===== config.mk =====
export PLATFORM = sky130hd
export DESIGN_NAME = aps_top
export DESIGN_NICKNAME = d
export VERILOG_FILES = /design/src/hdl/aps_pkg.sv /design/src/hdl/aps_edge.sv /design/src/hdl/aps_top.sv
export SDC_FILE = /design/constraint.sdc
export NUM_CORES = 2
export LEC_CHECK = 0
export ABC_AREA = 0
export BUFFER_PORTS_ARGS = -buffer_cell sky130_fd_sc_hd__buf_4
export CELL_PAD_IN_SITES_DETAIL_PLACEMENT = 0
export CELL_PAD_IN_SITES_GLOBAL_PLACEMENT = 2
export CORE_MARGIN = 2
export CORE_UTILIZATION = 45
export CTS_CLUSTER_DIAMETER = 60
export DETAILED_ROUTE_END_ITERATION = 16
export PLACE_DENSITY = 0.81
export SYNTH_ARGS = -nofsm -noshare
export SYNTH_HDL_FRONTEND = slang
export SYNTH_SLANG_ARGS = --single-unit

===== constraint.sdc =====
create_clock -name i_clock -period 3.21 [get_ports i_clock]
set_clock_uncertainty 0.2 [all_clocks]
set_input_delay 0.4815 -clock i_clock [delete_from_list [all_inputs] [get_ports i_clock]]
set_output_delay 0.4815 -clock i_clock [all_outputs]
set_load 0.05 [all_outputs]

===== src/hdl/aps_pkg.sv =====
`default_nettype none

package aps_pkg;

  ////////////////////////////////////////////////////////////////////////////
  // Timing: one pacing tick per two master-clock periods (5 MHz tick rate)
  localparam int CLK_PERIOD_NS = 100;
  localparam int TICK_NS       = 200;
  localparam int TICK_CYC      = (TICK_NS + CLK_PERIOD_NS - 1) / CLK_PERIOD_NS;
  localparam int TICK_W        = (TICK_CYC > 1) ? $clog2(TICK_CYC) : 1;
  localparam logic [TICK_W-1:0] TICK_LAST = TICK_W'(TICK_CYC - 1);

  ////////////////////////////////////////////////////////////////////////////
  // Queue and channel addressing
  localparam int QUEUE_DEPTH    = 256;
  localparam int QUEUE_DEPTH_HC = 64;
  localparam int QIDX_W         = 8;
  localparam logic [QIDX_W-1:0] Q_LAST_HC = QIDX_W'(QUEUE_DEPTH_HC - 1);
  localparam int LCHAN_W        = 9;
  localparam int SEL_W          = 4;
  localparam logic [LCHAN_W-1:0] LCHAN_EXP_BASE = 9'h010;
  localparam int GAIN_W         = 2;
  localparam int DIN_W          = 4;
  localparam int DIN_PACER_BIT  = 0;
  localparam int DIN_TRIG_BIT   = 1;

  ////////////////////////////////////////////////////////////////////////////
  // Combined sample-count word and pacing counters
  localparam int SWORD_W       = 32;
  localparam int REPEAT_EN_BIT = 31;
  localparam int REP_CNT_LSB   = 16;
  localparam int REP_CNT_W     = 12;
  localparam int BURST_CNT_LSB = 0;
  localparam int BURST_CNT_W   = 16;
  localparam int PERIOD_W      = 24;
  localparam int INTRA_W       = 9;

  ////////////////////////////////////////////////////////////////////////////
  // Modes and states
  typedef enum logic [1:0] {
    PACE_RATE   = 2'h0,
    PACE_BURST  = 2'h1,
    PACE_EXTCLK = 2'h2
  } aps_pace_t;

  // Codes follow the start-condition channel numbers
  typedef enum logic [1:0] {
    TRIG_DIGITAL = 2'h0,
    TRIG_COMMAND = 2'h1,
    TRIG_EXTERN  = 2'h2
  } aps_trig_t;

  typedef enum logic [1:0] {
    ST_IDLE  = 2'b00,
    ST_ARMED = 2'b01,
    ST_RUN   = 2'b11
  } aps_state_t;

  typedef struct packed {
    aps_pace_t            pace_mode;
    logic                 ext_clk_falling;
    logic                 gated;
    aps_trig_t            trig_src;
    logic                 trig_falling;
    logic                 trig_on_mismatch;
    logic [DIN_W-1:0]     trig_mask;
    logic [DIN_W-1:0]     trig_pattern;
    logic [PERIOD_W-1:0]  period;
    logic [INTRA_W-1:0]   intra_burst_interval;
    logic [SWORD_W-1:0]   sample_word;
    logic [QIDX_W-1:0]    q_last;
    logic                 hc_variant;
  } aps_cfg_t;

  typedef struct packed {
    logic [GAIN_W-1:0]  gain;
    logic [LCHAN_W-1:0] lchan;
  } aps_qent_t;

  typedef struct packed {
    logic [SEL_W-1:0]  native;
    logic [SEL_W-1:0]  mux_sel;
    logic [GAIN_W-1:0] gain;
  } aps_conv_t;

endpackage

`default_nettype wire


===== src/hdl/aps_edge.sv =====
`default_nettype none

module aps_edge #(
  parameter logic RESET_LEVEL = 1'b0
) (
  // Clock and reset
  input  wire logic i_clock,
  input  wire logic i_rstn,
  input  wire logic i_clk_en,
  // Pin and edge choice
  input  wire logic i_sig,
  input  wire logic i_falling,
  // Detected edge
  output logic      o_edge
);

  logic prev_reg;

  always_ff @(posedge i_clock or negedge i_rstn) begin
    if (!i_rstn) begin
      prev_reg <= RESET_LEVEL;
    end else if (i_clk_en) begin
      prev_reg <= i_sig;
    end
  end

  assign o_edge = i_falling ? (prev_reg & ~i_sig) : (~prev_reg & i_sig);

endmodule

`default_nettype wire


===== src/hdl/aps_top.sv =====
// Contract
// Init aborts any running acquisition and halts the pacing clock.
// Pacing time counts in 200 ns ticks from the 5 MHz master clock; the code divides a 10 MHz (100 ns) clock by 2.
// Burst mode starts bursts separated by a programmed period in ticks.
// Conversions in a burst are spaced by the intra-burst interval in ticks.
// Sample count sets conversions per burst; software matches it to scanned channels.
// Software keeps intra-burst interval within 30 to 320 ticks (20 us high-res).
// Burst pacing works with every transfer type; too fast loses samples.
// Repeat sampling converts one queue entry 1 to 4095 times before advancing.
// Sample word MSB enables repeat; upper half-word holds repeat count.
// With repeat, lower half-word holds samples per burst.
// External pacing clock converts on a selectable rising or falling edge.
// High-channel variant takes pacing clock from digital input bit 0.
// Start comes from 4-bit digital port or external trigger input.
// Digital start: input AND mask compared to pattern, match or mismatch.
// Hardware start fires on selectable edge of external trigger input.
// Gated mode paces only while trigger/gate input is high.
// Intra-burst interval zero gives back-to-back simultaneous sampling.
// Device drives expansion mux select lines itself, per sample.
// Each expansion mux routes one of 16 inputs onto its native channel.
// Logical 0-15 native; 16-271 expansion as (native+1)*16+input.
// Native channel with mux attached selects mux input 0.
// Queue holds 256 entries, 64 on high-channel variant.
// Data overrun sets a visible flag and stops acquisition.
// After the last queue entry the sequencer wraps to the first.
`default_nettype none

module aps_top import aps_pkg::*; (
  // Clock, reset, enable
  input  wire logic              i_clock,
  input  wire logic              i_rstn,
  input  wire logic              i_clk_en,
  // Control and configuration
  input  wire logic              i_init,
  input  wire logic              i_start,
  input  wire logic              i_stop,
  input  wire aps_cfg_t          i_cfg,
  // Channel/gain queue load
  input  wire logic              i_q_we,
  input  wire logic [QIDX_W-1:0] i_q_addr,
  input  wire aps_qent_t         i_q_data,
  // External pins
  input  wire logic              i_ext_pacer_clk_in,
  input  wire logic              i_ext_trig_gate_in,
  input  wire logic [DIN_W-1:0]  i_din,
  // Converter handshake
  input  wire logic              i_conv_done,
  input  wire logic              i_data_read,
  // Converter and status outputs
  output var aps_conv_t          o_conv,
  output var logic               o_conv_start,
  output var logic               o_running,
  output var logic               o_armed,
  output var logic               o_overrun,
  output var logic [QIDX_W-1:0]  o_queue_idx
);

  ////////////////////////////////////////////////////////////////////////////
  // State

  aps_state_t                state_reg;
  aps_state_t                state_next;
  logic [TICK_W-1:0]         tick_cnt_reg;
  logic [PERIOD_W-1:0]       period_cnt_reg;
  logic [INTRA_W-1:0]        intra_cnt_reg;
  logic [BURST_CNT_W-1:0]    burst_left_reg;
  logic [REP_CNT_W-1:0]      rep_cnt_reg;
  logic [QIDX_W-1:0]         idx_reg;
  logic                      pend_reg;
  aps_qent_t                 queue_mem [QUEUE_DEPTH];

  ////////////////////////////////////////////////////////////////////////////
  // Pin selection and edges

  wire logic pacer_pin = i_cfg.hc_variant ? i_din[DIN_PACER_BIT] : i_ext_pacer_clk_in;
  wire logic trig_pin  = i_cfg.hc_variant ? i_din[DIN_TRIG_BIT] : i_ext_trig_gate_in;
  logic      pacer_edge;
  logic      trig_edge;

  aps_edge u_pacer_edge (
    .i_clock   (i_clock),
    .i_rstn    (i_rstn),
    .i_clk_en  (i_clk_en),
    .i_sig     (pacer_pin),
    .i_falling (i_cfg.ext_clk_falling),
    .o_edge    (pacer_edge)
  );

  aps_edge u_trig_edge (
    .i_clock   (i_clock),
    .i_rstn    (i_rstn),
    .i_clk_en  (i_clk_en),
    .i_sig     (trig_pin),
    .i_falling (i_cfg.trig_falling),
    .o_edge    (trig_edge)
  );

  ////////////////////////////////////////////////////////////////////////////
  // Start condition

  wire logic running   = (state_reg == ST_RUN);
  wire logic armed     = (state_reg == ST_ARMED);
  wire logic dig_equal = ((i_din & i_cfg.trig_mask) == i_cfg.trig_pattern);
  wire logic dig_match = dig_equal ^ i_cfg.trig_on_mismatch;
  logic      start_cond;

  always_comb begin
    unique case (i_cfg.trig_src)
      TRIG_DIGITAL: start_cond = dig_match;
      TRIG_EXTERN:  start_cond = trig_edge;
      TRIG_COMMAND: start_cond = 1'b1;
      default:      start_cond = 1'b0;
    endcase
  end

  ////////////////////////////////////////////////////////////////////////////
  // Pacing

  wire logic [BURST_CNT_W-1:0] burst_samples = i_cfg.sample_word[BURST_CNT_LSB +: BURST_CNT_W];
  wire logic                   rep_en        = i_cfg.sample_word[REPEAT_EN_BIT];
  wire logic [REP_CNT_W-1:0]   rep_total     = i_cfg.sample_word[REP_CNT_LSB +: REP_CNT_W];

  wire logic tick        = (tick_cnt_reg == TICK_LAST);
  wire logic gate_ok     = ~i_cfg.gated | trig_pin;
  wire logic adv         = running & gate_ok;
  wire logic period_hit  = adv & tick & (period_cnt_reg == '0);
  wire logic mode_rate   = (i_cfg.pace_mode == PACE_RATE);
  wire logic mode_burst  = (i_cfg.pace_mode == PACE_BURST);
  wire logic mode_ext    = (i_cfg.pace_mode == PACE_EXTCLK);
  wire logic burst_start = mode_burst & period_hit;
  // Interval zero fires on consecutive cycles for track-and-hold use
  wire logic burst_fire  = mode_burst & adv & (burst_left_reg != '0) & (intra_cnt_reg == '0);
  wire logic fire        = (mode_rate & period_hit) | burst_fire | (mode_ext & adv & pacer_edge);

  wire logic [PERIOD_W-1:0] period_reload =
    (i_cfg.period == '0) ? '0 : PERIOD_W'(i_cfg.period - 24'h00_0001);

  ////////////////////////////////////////////////////////////////////////////
  // Queue sequencing

  wire logic [QIDX_W-1:0] q_last_eff =
    (i_cfg.hc_variant && (i_cfg.q_last > Q_LAST_HC)) ? Q_LAST_HC : i_cfg.q_last;
  wire logic [REP_CNT_W:0] rep_plus = {1'b0, rep_cnt_reg} + 13'h0001;
  // A repeat count of zero behaves as one
  wire logic last_rep = ~rep_en | (rep_plus >= {1'b0, rep_total});
  wire logic advance  = fire & last_rep;
  wire logic [QIDX_W-1:0] idx_wrap = (idx_reg == q_last_eff) ? '0 : QIDX_W'(idx_reg + 8'h01);

  ////////////////////////////////////////////////////////////////////////////
  // Channel decode for native inputs and expansion muxes

  aps_qent_t        cur_ent;
  assign cur_ent = queue_mem[idx_reg];
  wire logic        is_native = (cur_ent.lchan < LCHAN_EXP_BASE);
  wire logic [LCHAN_W-1:0] exp_off = LCHAN_W'(cur_ent.lchan - LCHAN_EXP_BASE);
  aps_conv_t        conv_next;
  // Mux input 0 shares the native channel's logical number
  assign conv_next.native  = is_native ? cur_ent.lchan[SEL_W-1:0] : exp_off[2*SEL_W-1:SEL_W];
  assign conv_next.mux_sel = is_native ? '0 : exp_off[SEL_W-1:0];
  assign conv_next.gain    = cur_ent.gain;

  ////////////////////////////////////////////////////////////////////////////
  // Overrun: a new result arrives before the last one was read

  wire logic overrun_set = running & i_conv_done & pend_reg & ~i_data_read;

  ////////////////////////////////////////////////////////////////////////////
  // Control state machine

  always_comb begin
    state_next = state_reg;
    if (i_init || i_stop) begin
      state_next = ST_IDLE;
    end else begin
      unique case (state_reg)
        ST_IDLE:  if (i_start && !o_overrun) state_next = ST_ARMED;
        ST_ARMED: if (start_cond) state_next = ST_RUN;
        ST_RUN:   if (overrun_set) state_next = ST_IDLE;
        default:  state_next = ST_IDLE;
      endcase
    end
  end

  always_ff @(posedge i_clock or negedge i_rstn) begin
    if (!i_rstn) begin
      state_reg <= ST_IDLE;
      o_running <= 1'b0;
      o_armed   <= 1'b0;
    end else if (i_clk_en) begin
      state_reg <= state_next;
      o_running <= (state_next == ST_RUN);
      o_armed   <= (state_next == ST_ARMED);
    end
  end

  ////////////////////////////////////////////////////////////////////////////
  // Tick divider and pacing counters; all cleared while not running

  always_ff @(posedge i_clock or negedge i_rstn) begin
    if (!i_rstn) begin
      tick_cnt_reg   <= '0;
      period_cnt_reg <= '0;
    end else if (i_clk_en) begin
      if (!running || i_init || i_stop) begin
        tick_cnt_reg   <= '0;
        period_cnt_reg <= '0;
      end else if (gate_ok) begin
        tick_cnt_reg <= tick ? '0 : TICK_W'(tick_cnt_reg + 1'b1);
        if (tick) begin
          period_cnt_reg <= (period_cnt_reg == '0) ? period_reload : PERIOD_W'(period_cnt_reg - 1'b1);
        end
      end
    end
  end

  always_ff @(posedge i_clock or negedge i_rstn) begin
    if (!i_rstn) begin
      intra_cnt_reg  <= '0;
      burst_left_reg <= '0;
    end else if (i_clk_en) begin
      if (!running || burst_start) begin
        intra_cnt_reg  <= '0;
        burst_left_reg <= running ? burst_samples : '0;
      end else if (burst_fire) begin
        intra_cnt_reg  <= i_cfg.intra_burst_interval;
        burst_left_reg <= BURST_CNT_W'(burst_left_reg - 1'b1);
      end else if (adv && tick && intra_cnt_reg != '0) begin
        intra_cnt_reg <= INTRA_W'(intra_cnt_reg - 1'b1);
      end
    end
  end

  ////////////////////////////////////////////////////////////////////////////
  // Queue position and repeat counter

  always_ff @(posedge i_clock or negedge i_rstn) begin
    if (!i_rstn) begin
      idx_reg     <= '0;
      rep_cnt_reg <= '0;
    end else if (i_clk_en) begin
      if (state_reg != ST_RUN) begin
        idx_reg     <= '0;
        rep_cnt_reg <= '0;
      end else if (fire) begin
        rep_cnt_reg <= last_rep ? '0 : rep_plus[REP_CNT_W-1:0];
        if (advance) begin
          idx_reg <= idx_wrap;
        end
      end
    end
  end

  assign o_queue_idx = idx_reg;

  // Queue contents survive reset; software loads them before starting
  always_ff @(posedge i_clock) begin
    if (i_clk_en && i_q_we) begin
      queue_mem[i_q_addr] <= i_q_data;
    end
  end

  ////////////////////////////////////////////////////////////////////////////
  // Converter outputs, pending data and overrun flag

  always_ff @(posedge i_clock or negedge i_rstn) begin
    if (!i_rstn) begin
      o_conv_start <= 1'b0;
      o_conv       <= '0;
      pend_reg     <= 1'b0;
      o_overrun    <= 1'b0;
    end else if (i_clk_en) begin
      o_conv_start <= fire;
      if (fire) begin
        o_conv <= conv_next;
      end
      // New result wins over a read in the same cycle
      pend_reg  <= i_init ? 1'b0 : (i_conv_done | (pend_reg & ~i_data_read));
      o_overrun <= overrun_set | (o_overrun & ~i_init);
    end
  end
endmodule

`default_nettype wire


==> Yosys cells after proc, flatten, opt, wreduce, memory -nomap -nowiden <==
Memory sizes are Yosys's and may differ from the RTL's.
Cells that the tools add are included.
{ "classes": {"n_addsub": 8, "n_lt_le_gt_ge": 3, "n_reduce_logical": 32, "n_eq_ne": 11, "muxes": 37, "bitwise": 36} }
{ "op_table": {"columns": ["op", "count"], "rows": [
  ["two-way mux 24 bit", 5],
  ["logical NOT 24 bit", 2],
  ["two-way mux 16 bit", 3],
  ["subtractor 24 x 1 -> 24 bit, second input constant", 2],
  ["two-way mux 8 bit", 5],
  ["two-way mux 12 bit", 3],
  ["two-way mux 9 bit", 3],
  ["bitwise AND 1 bit", 20],
  ["nonzero test 16 bit", 1],
  ["subtractor 16 x 1 -> 16 bit, second input constant", 1],
  ["adder 12 x 1 -> 13 bit, second input constant", 1],
  ["greater-or-equal comparator 13 x 12 -> 1 bit", 1],
  ["two-way mux 1 bit", 10],
  ["AND reduction 2 bit", 5],
  ["nonzero test 2 bit", 5],
  ["logical NOT 9 bit", 1],
  ["less-than comparator 9 x 5 -> 1 bit, second input constant", 1],
  ["nonzero test 9 bit", 1],
  ["subtractor 9 x 1 -> 9 bit, second input constant", 1],
  ["adder 8 x 1 -> 8 bit, second input constant", 1],
  ["== test 2 x 1 -> 1 bit, second input constant", 4],
  ["== test 2 bit, second input constant", 4],
  ["== test 8 bit", 1],
  ["greater-than comparator 8 x 6 -> 1 bit, second input constant", 1],
  ["other kinds (18)", 45]
]} }
{ "word_totals": {"mem_count": 1, "in_bits": 124, "mem_bits_rw": 2816, "ff_bits": 89, "wordCells": 145} }
{ "mem_list": {"columns": ["name", "words", "width", "read_ports", "rd_clocked_by_memory_dff", "write_ports", "line_no", "source"], "rows": [
  ["queue_mem", 256, 11, 1, 0, 1, "aps_top.sv:70", "aps_qent_t queue_mem [QUEUE_DEPTH];"]
]} }

==> Longest topological paths before layout <==
{ "depth": {"word_depth": 12, "ltp_mapped": 18, "depth_no_buf": 13} }

==> Modules after synthesis <==
A second synthesis with hierarchy kept.
{ "unflattened": {"cells_unflattened": 5916, "area_unflattened_um2": 115703.5} }
{ "modules_own_cells": {"columns": ["mod", "cells_each", "n_inst", "area_each_um2", "seq_area_each_um2"], "rows": [
  ["aps_top", 5906, 1, 115578.3, 86738.2],
  ["aps_edge", 5, 2, 62.6, 25.0]
]} }

==> Least setup slack after synthesis <==
OpenSTA, ideal clock, no wires.
{ "synth_timing": {"path_kind": "reg-to-reg", "startpoint": "reg idx_reg[0], in the netlist o_queue_idx[0]", "endpoint": "reg o_conv[7] (netlist name)", "slack_ps": -547, "path_stages_with_launch": 13, "t_arrival_ps": 3471, "path_cell_list": "dfrtp_1 > buf_6 > buf_8 > buf_4 > buf_4 > mux4_2 > a211oi_1 > o32ai_1 > a221oi_1 > o21bai_1 > ha_1 > or3_1 > o211ai_1"} }
{ "synth_via": {"elab_chain_len": 3} }
{ "synth_lines": {"columns": ["item", "line_no", "source"], "rows": [
  ["start, declared", "aps_top.sv:68", "logic [QIDX_W-1:0] idx_reg;"],
  ["start signal, assigned", "aps_top.sv:247", "idx_reg <= idx_wrap;"],
  ["memory read (256 x 11 bit) *", null, null],
  ["subtractor 8 x 5 -> 8 bit or less-than comparator 9 x 5 -> 1 bit (tied branches)", "aps_top.sv:155, aps_top.sv:154", null],
  ["two-way mux 4 bit *", "aps_top.sv:158", "assign conv_next.native = is_native ? cur_ent.lchan[SEL_W-1:0] : exp_off[2*SEL_W-1:SEL_W];"],
  ["end signal, assigned", "aps_top.sv:274", "o_conv <= conv_next;"],
  ["end, declared", "aps_top.sv:50", "output var aps_conv_t o_conv,"]
]} }
Every way passes the cells marked *; elsewhere a longest branch is shown, timed or not.
A chain may end at the register's enable or synchronous reset.

==> Worst setup path after layout <==
{ "layout_timing": {"startpoint": "reg idx_reg[0], in the netlist o_queue_idx[0]", "endpoint": "reg o_conv[8] (netlist name)"} }
The elaborated chain is that of the path after synthesis.

==> results.yml <==
placed_design:
  place_congestion: 0.926
  io_buffers: 142
  post_dp_cell_area_um2: 129000
  dpl.hpwl_um: 229000
worst_setup_path:
  startpoint_type: "register"
  r2r_slack_ps: -610
  end_kind: "register"
  regToRegStartpoint: "o_queue_idx[0]"
  cp_top_family: "buffers and inverters"
  r2r-end: "o_conv[8]"
  worst_ep_arrival_time_ps: 4410
  rr_worst_depth: 17
  crit_buf_inv: 6
  worstPathMaxFanout: 8
  slowest_stage: "dfrtp_4"
  crit_chain: "buf_4 > buf_12 > buf_16 > buf_12 > mux4_2 > nand2_1 > nand3_2 > a21oi_2 > buf_4 > a311oi_4 > a221oi_2 > buf_4 > o21bai_2 > ha_2 > xnor2_1 > or3_1 > o211ai_1"
  cp.required_ps: 3810
  worstSetupPathType: "reg -> reg"
  slowest_delay_ps: 540
  path_common_cell: "buf_4"
cts:
  root_buffer: "clkbuf_16"
  htree_levels: 5
  clock_latency_ps: 900
  clkTransAtPathRegs_ps: 60
  cts_sinks: 2905
  cts_max_path_buffers: 4
  numCtsBuffers: 307
  tritoncts: "done"
sta:
  worst_pin_slew_ps: 899
  setup_ws_ps: -606
  setup_tns_ps: -5310
  period_share_pct: 119
  hold_viol: 0
  max_freq_mhz: 262
  fin_crit_ps: 3820
  rsz0062_at_grt: "yes"
  final-setup-viol-count: 10
  slew_headroom_pct: 39.7
  drv_slew: 0
die:
  rows: 186
  ios: 146
  die-width_um: 513
  dieArea_um2: 263000
  initial_utilization_pct: 45.3
  die_y_um: 513
  core_area_um2: 257000
synthesis:
  ys_ff_latch: 2905
  synth_most_common_cell: "edfxtp_1"
  yosys.area_share.simple_pct: 3.47
  postSynth.asyncResetShare_pct: 3.06
  synth.mux.area_fraction_pct: 14.8
  syn-num-nets: 6078
  ys_warn_count: 0
  synthFlopType: "edfxtp_1"
  synth_top_family_by_area: "multiplexers"
  synth-xor-area-share_pct: 0.316
  yosys.area.top_type: "edfxtp_1"
  synthTopCellsByArea: "edfxtp_1, mux4_2, mux2i_1"
  synth_area_per_cell_um2: 19.6
  ys_types: 95
  synth_edf_count: 2816
  postSynthCellCount: 5932
  synth_fa_ha_area_share_pct: 0.236
  seq_area_frac_synth_pct: 74.5
  syn_area_um2: 116000
  synth_common_cells: "edfxtp_1, mux4_2, nor2_1"
  synth_compound_area_share_pct: 4.21
  yosys.area.top_type_share_pct: 72.6
min_path:
  min_path_type: "in -> async"
power:
  vdd_drop_max_v: 0.000465
  p_leak_nw: 45.7
  p_per_area_nw_per_um2: 547
flow_run:
  maxCapViolCount: 0
finish:
  final.fill_count: 19448
  post-route-cell-area_um2: 141000
  final_layout_size_suffix_gt1_share_pct: 32.3
  largest_reg_flops: 2816
  syn2layout_area_growth_pct: 20.7
  nets: 7364
detailed_routing:
  final_antenna_net_count: 0
  vias: 66508
  wl_um: 349000
  avgViaCountPerCell: 6.13
  wl_per_cell_um: 32.2
  firstDrtPassIters: 6
  drt_iter0_drc: 9118
  drc_errors: 0
grt:
  grt_first_pass_wirelength_um: 490000
  grt_max_degree: 106
  antenna_found_initial: 15
  grt_use_total_pct: 26.1
  overflow: 0
  grt_pass1_vias: 65750
run_status:
  status: "complete, but fails checks"
  violations: "setup timing"
[logic make-up (layout without fill, tap and decap cells)]
group / after synthesis / count (layout)
flops: 2905 / 2905
mux: 920 / 920
simple gates: 897 / 897
compound gates: 752 / 752
buf+inv: 394 / 1915
xor+xnor: 42 / 42
fa+ha+maj: 22 / 22
other cells: 0 / 6
[layer usage]
metal / global-route usage (%) / up-vias / part of all wire [%]
met5: 0 / - / 0.033
li1: - / 27116 / -
met1: 35.0 / 34836 / 38
met2: 41.2 / 3801 / 47
met4: 11.1 / 16 / 4.9
met3: 6.08 / 739 / 10
[worst max path at each step]
| stage | start | endpoint | slack, ps | depth (start not counted) |
|---|---|---|---|---|
| floorplan | o_queue_idx[0] | o_conv[1] | -340 | 14 |
| global placement | o_queue_idx[0] | o_conv[8] | -1290 | 16 |
| detailed placement | o_queue_idx[0] | o_conv[8] | -1260 | 16 |
| CTS | o_queue_idx[0] | o_conv[8] | -650 | 14 |
| global route | o_queue_idx[0] | o_conv[7] | -690 | 13 |
| finish | o_queue_idx[0] | o_conv[8] | -610 | 17 |
[power by group]
part	leakage (nW)	internal [mW]	switching, mW
registers	26.5	41.6	0.0268
logic	14.5	0.377	0.999
clock network	4.63	19.1	14.7
total	45.7	61.1	15.7
[layout make-up]
cell class,instances,area [um2],area share [%]
Clock inverter,164,1380,0.985
Clock buffer,380,8060,5.74
Antenna cell,6,15.0,0.0107
Tap cell,3384,4230,3.01
Inverter,44,184,0.131
Multi-Input combinational cell,2633,27700,19.7
Sequential cell,2905,86800,61.8
Timing Repair Buffer,1327,12100,8.62
[cells in the final DEF, fill, tap and decap left out, types with 81 or more instances in the layout]
cell type  count
nor2_1       394
mux4_2       550
a21oi_1      150
edfxtp_1    2816
mux2i_1      279
dfrtp_1       81
o21ai_0      137
buf_12       125
buf_4       1068
nand2_1      188
clkbuf_16    311
o221ai_1      81
[stage by stage]
step | setup WS, ps | power [mW] | instances | util (%) | hold slack (ps)
after global placement | -1290 | 43.6 | 10160 | 50.0 | 294
after CTS | -652 | 77.2 | 10821 | 54.3 | 3.30
after detailed placement | -1260 | 43.7 | 10160 | 50.0 | 300
after floorplan | -340 | 42.7 | 5932 | - | -14.1
final | -606 | 76.8 | 10843 | 54.7 | 21.6
after global routing | -688 | 78.7 | 10838 | 54.6 | 29.3
[timing repair]
item                                   4_1_cts  5_1_grt
setup endpoints to repair                   46       52
hold buffers                                72        0
cloned                                       6        0
endpoints found under the hold margin      249        0
gates resized for setup                    122      168
pin swaps                                   29       45
buffers inserted                            41       16
Note: power is estimated with default switching activity, not from simulation.
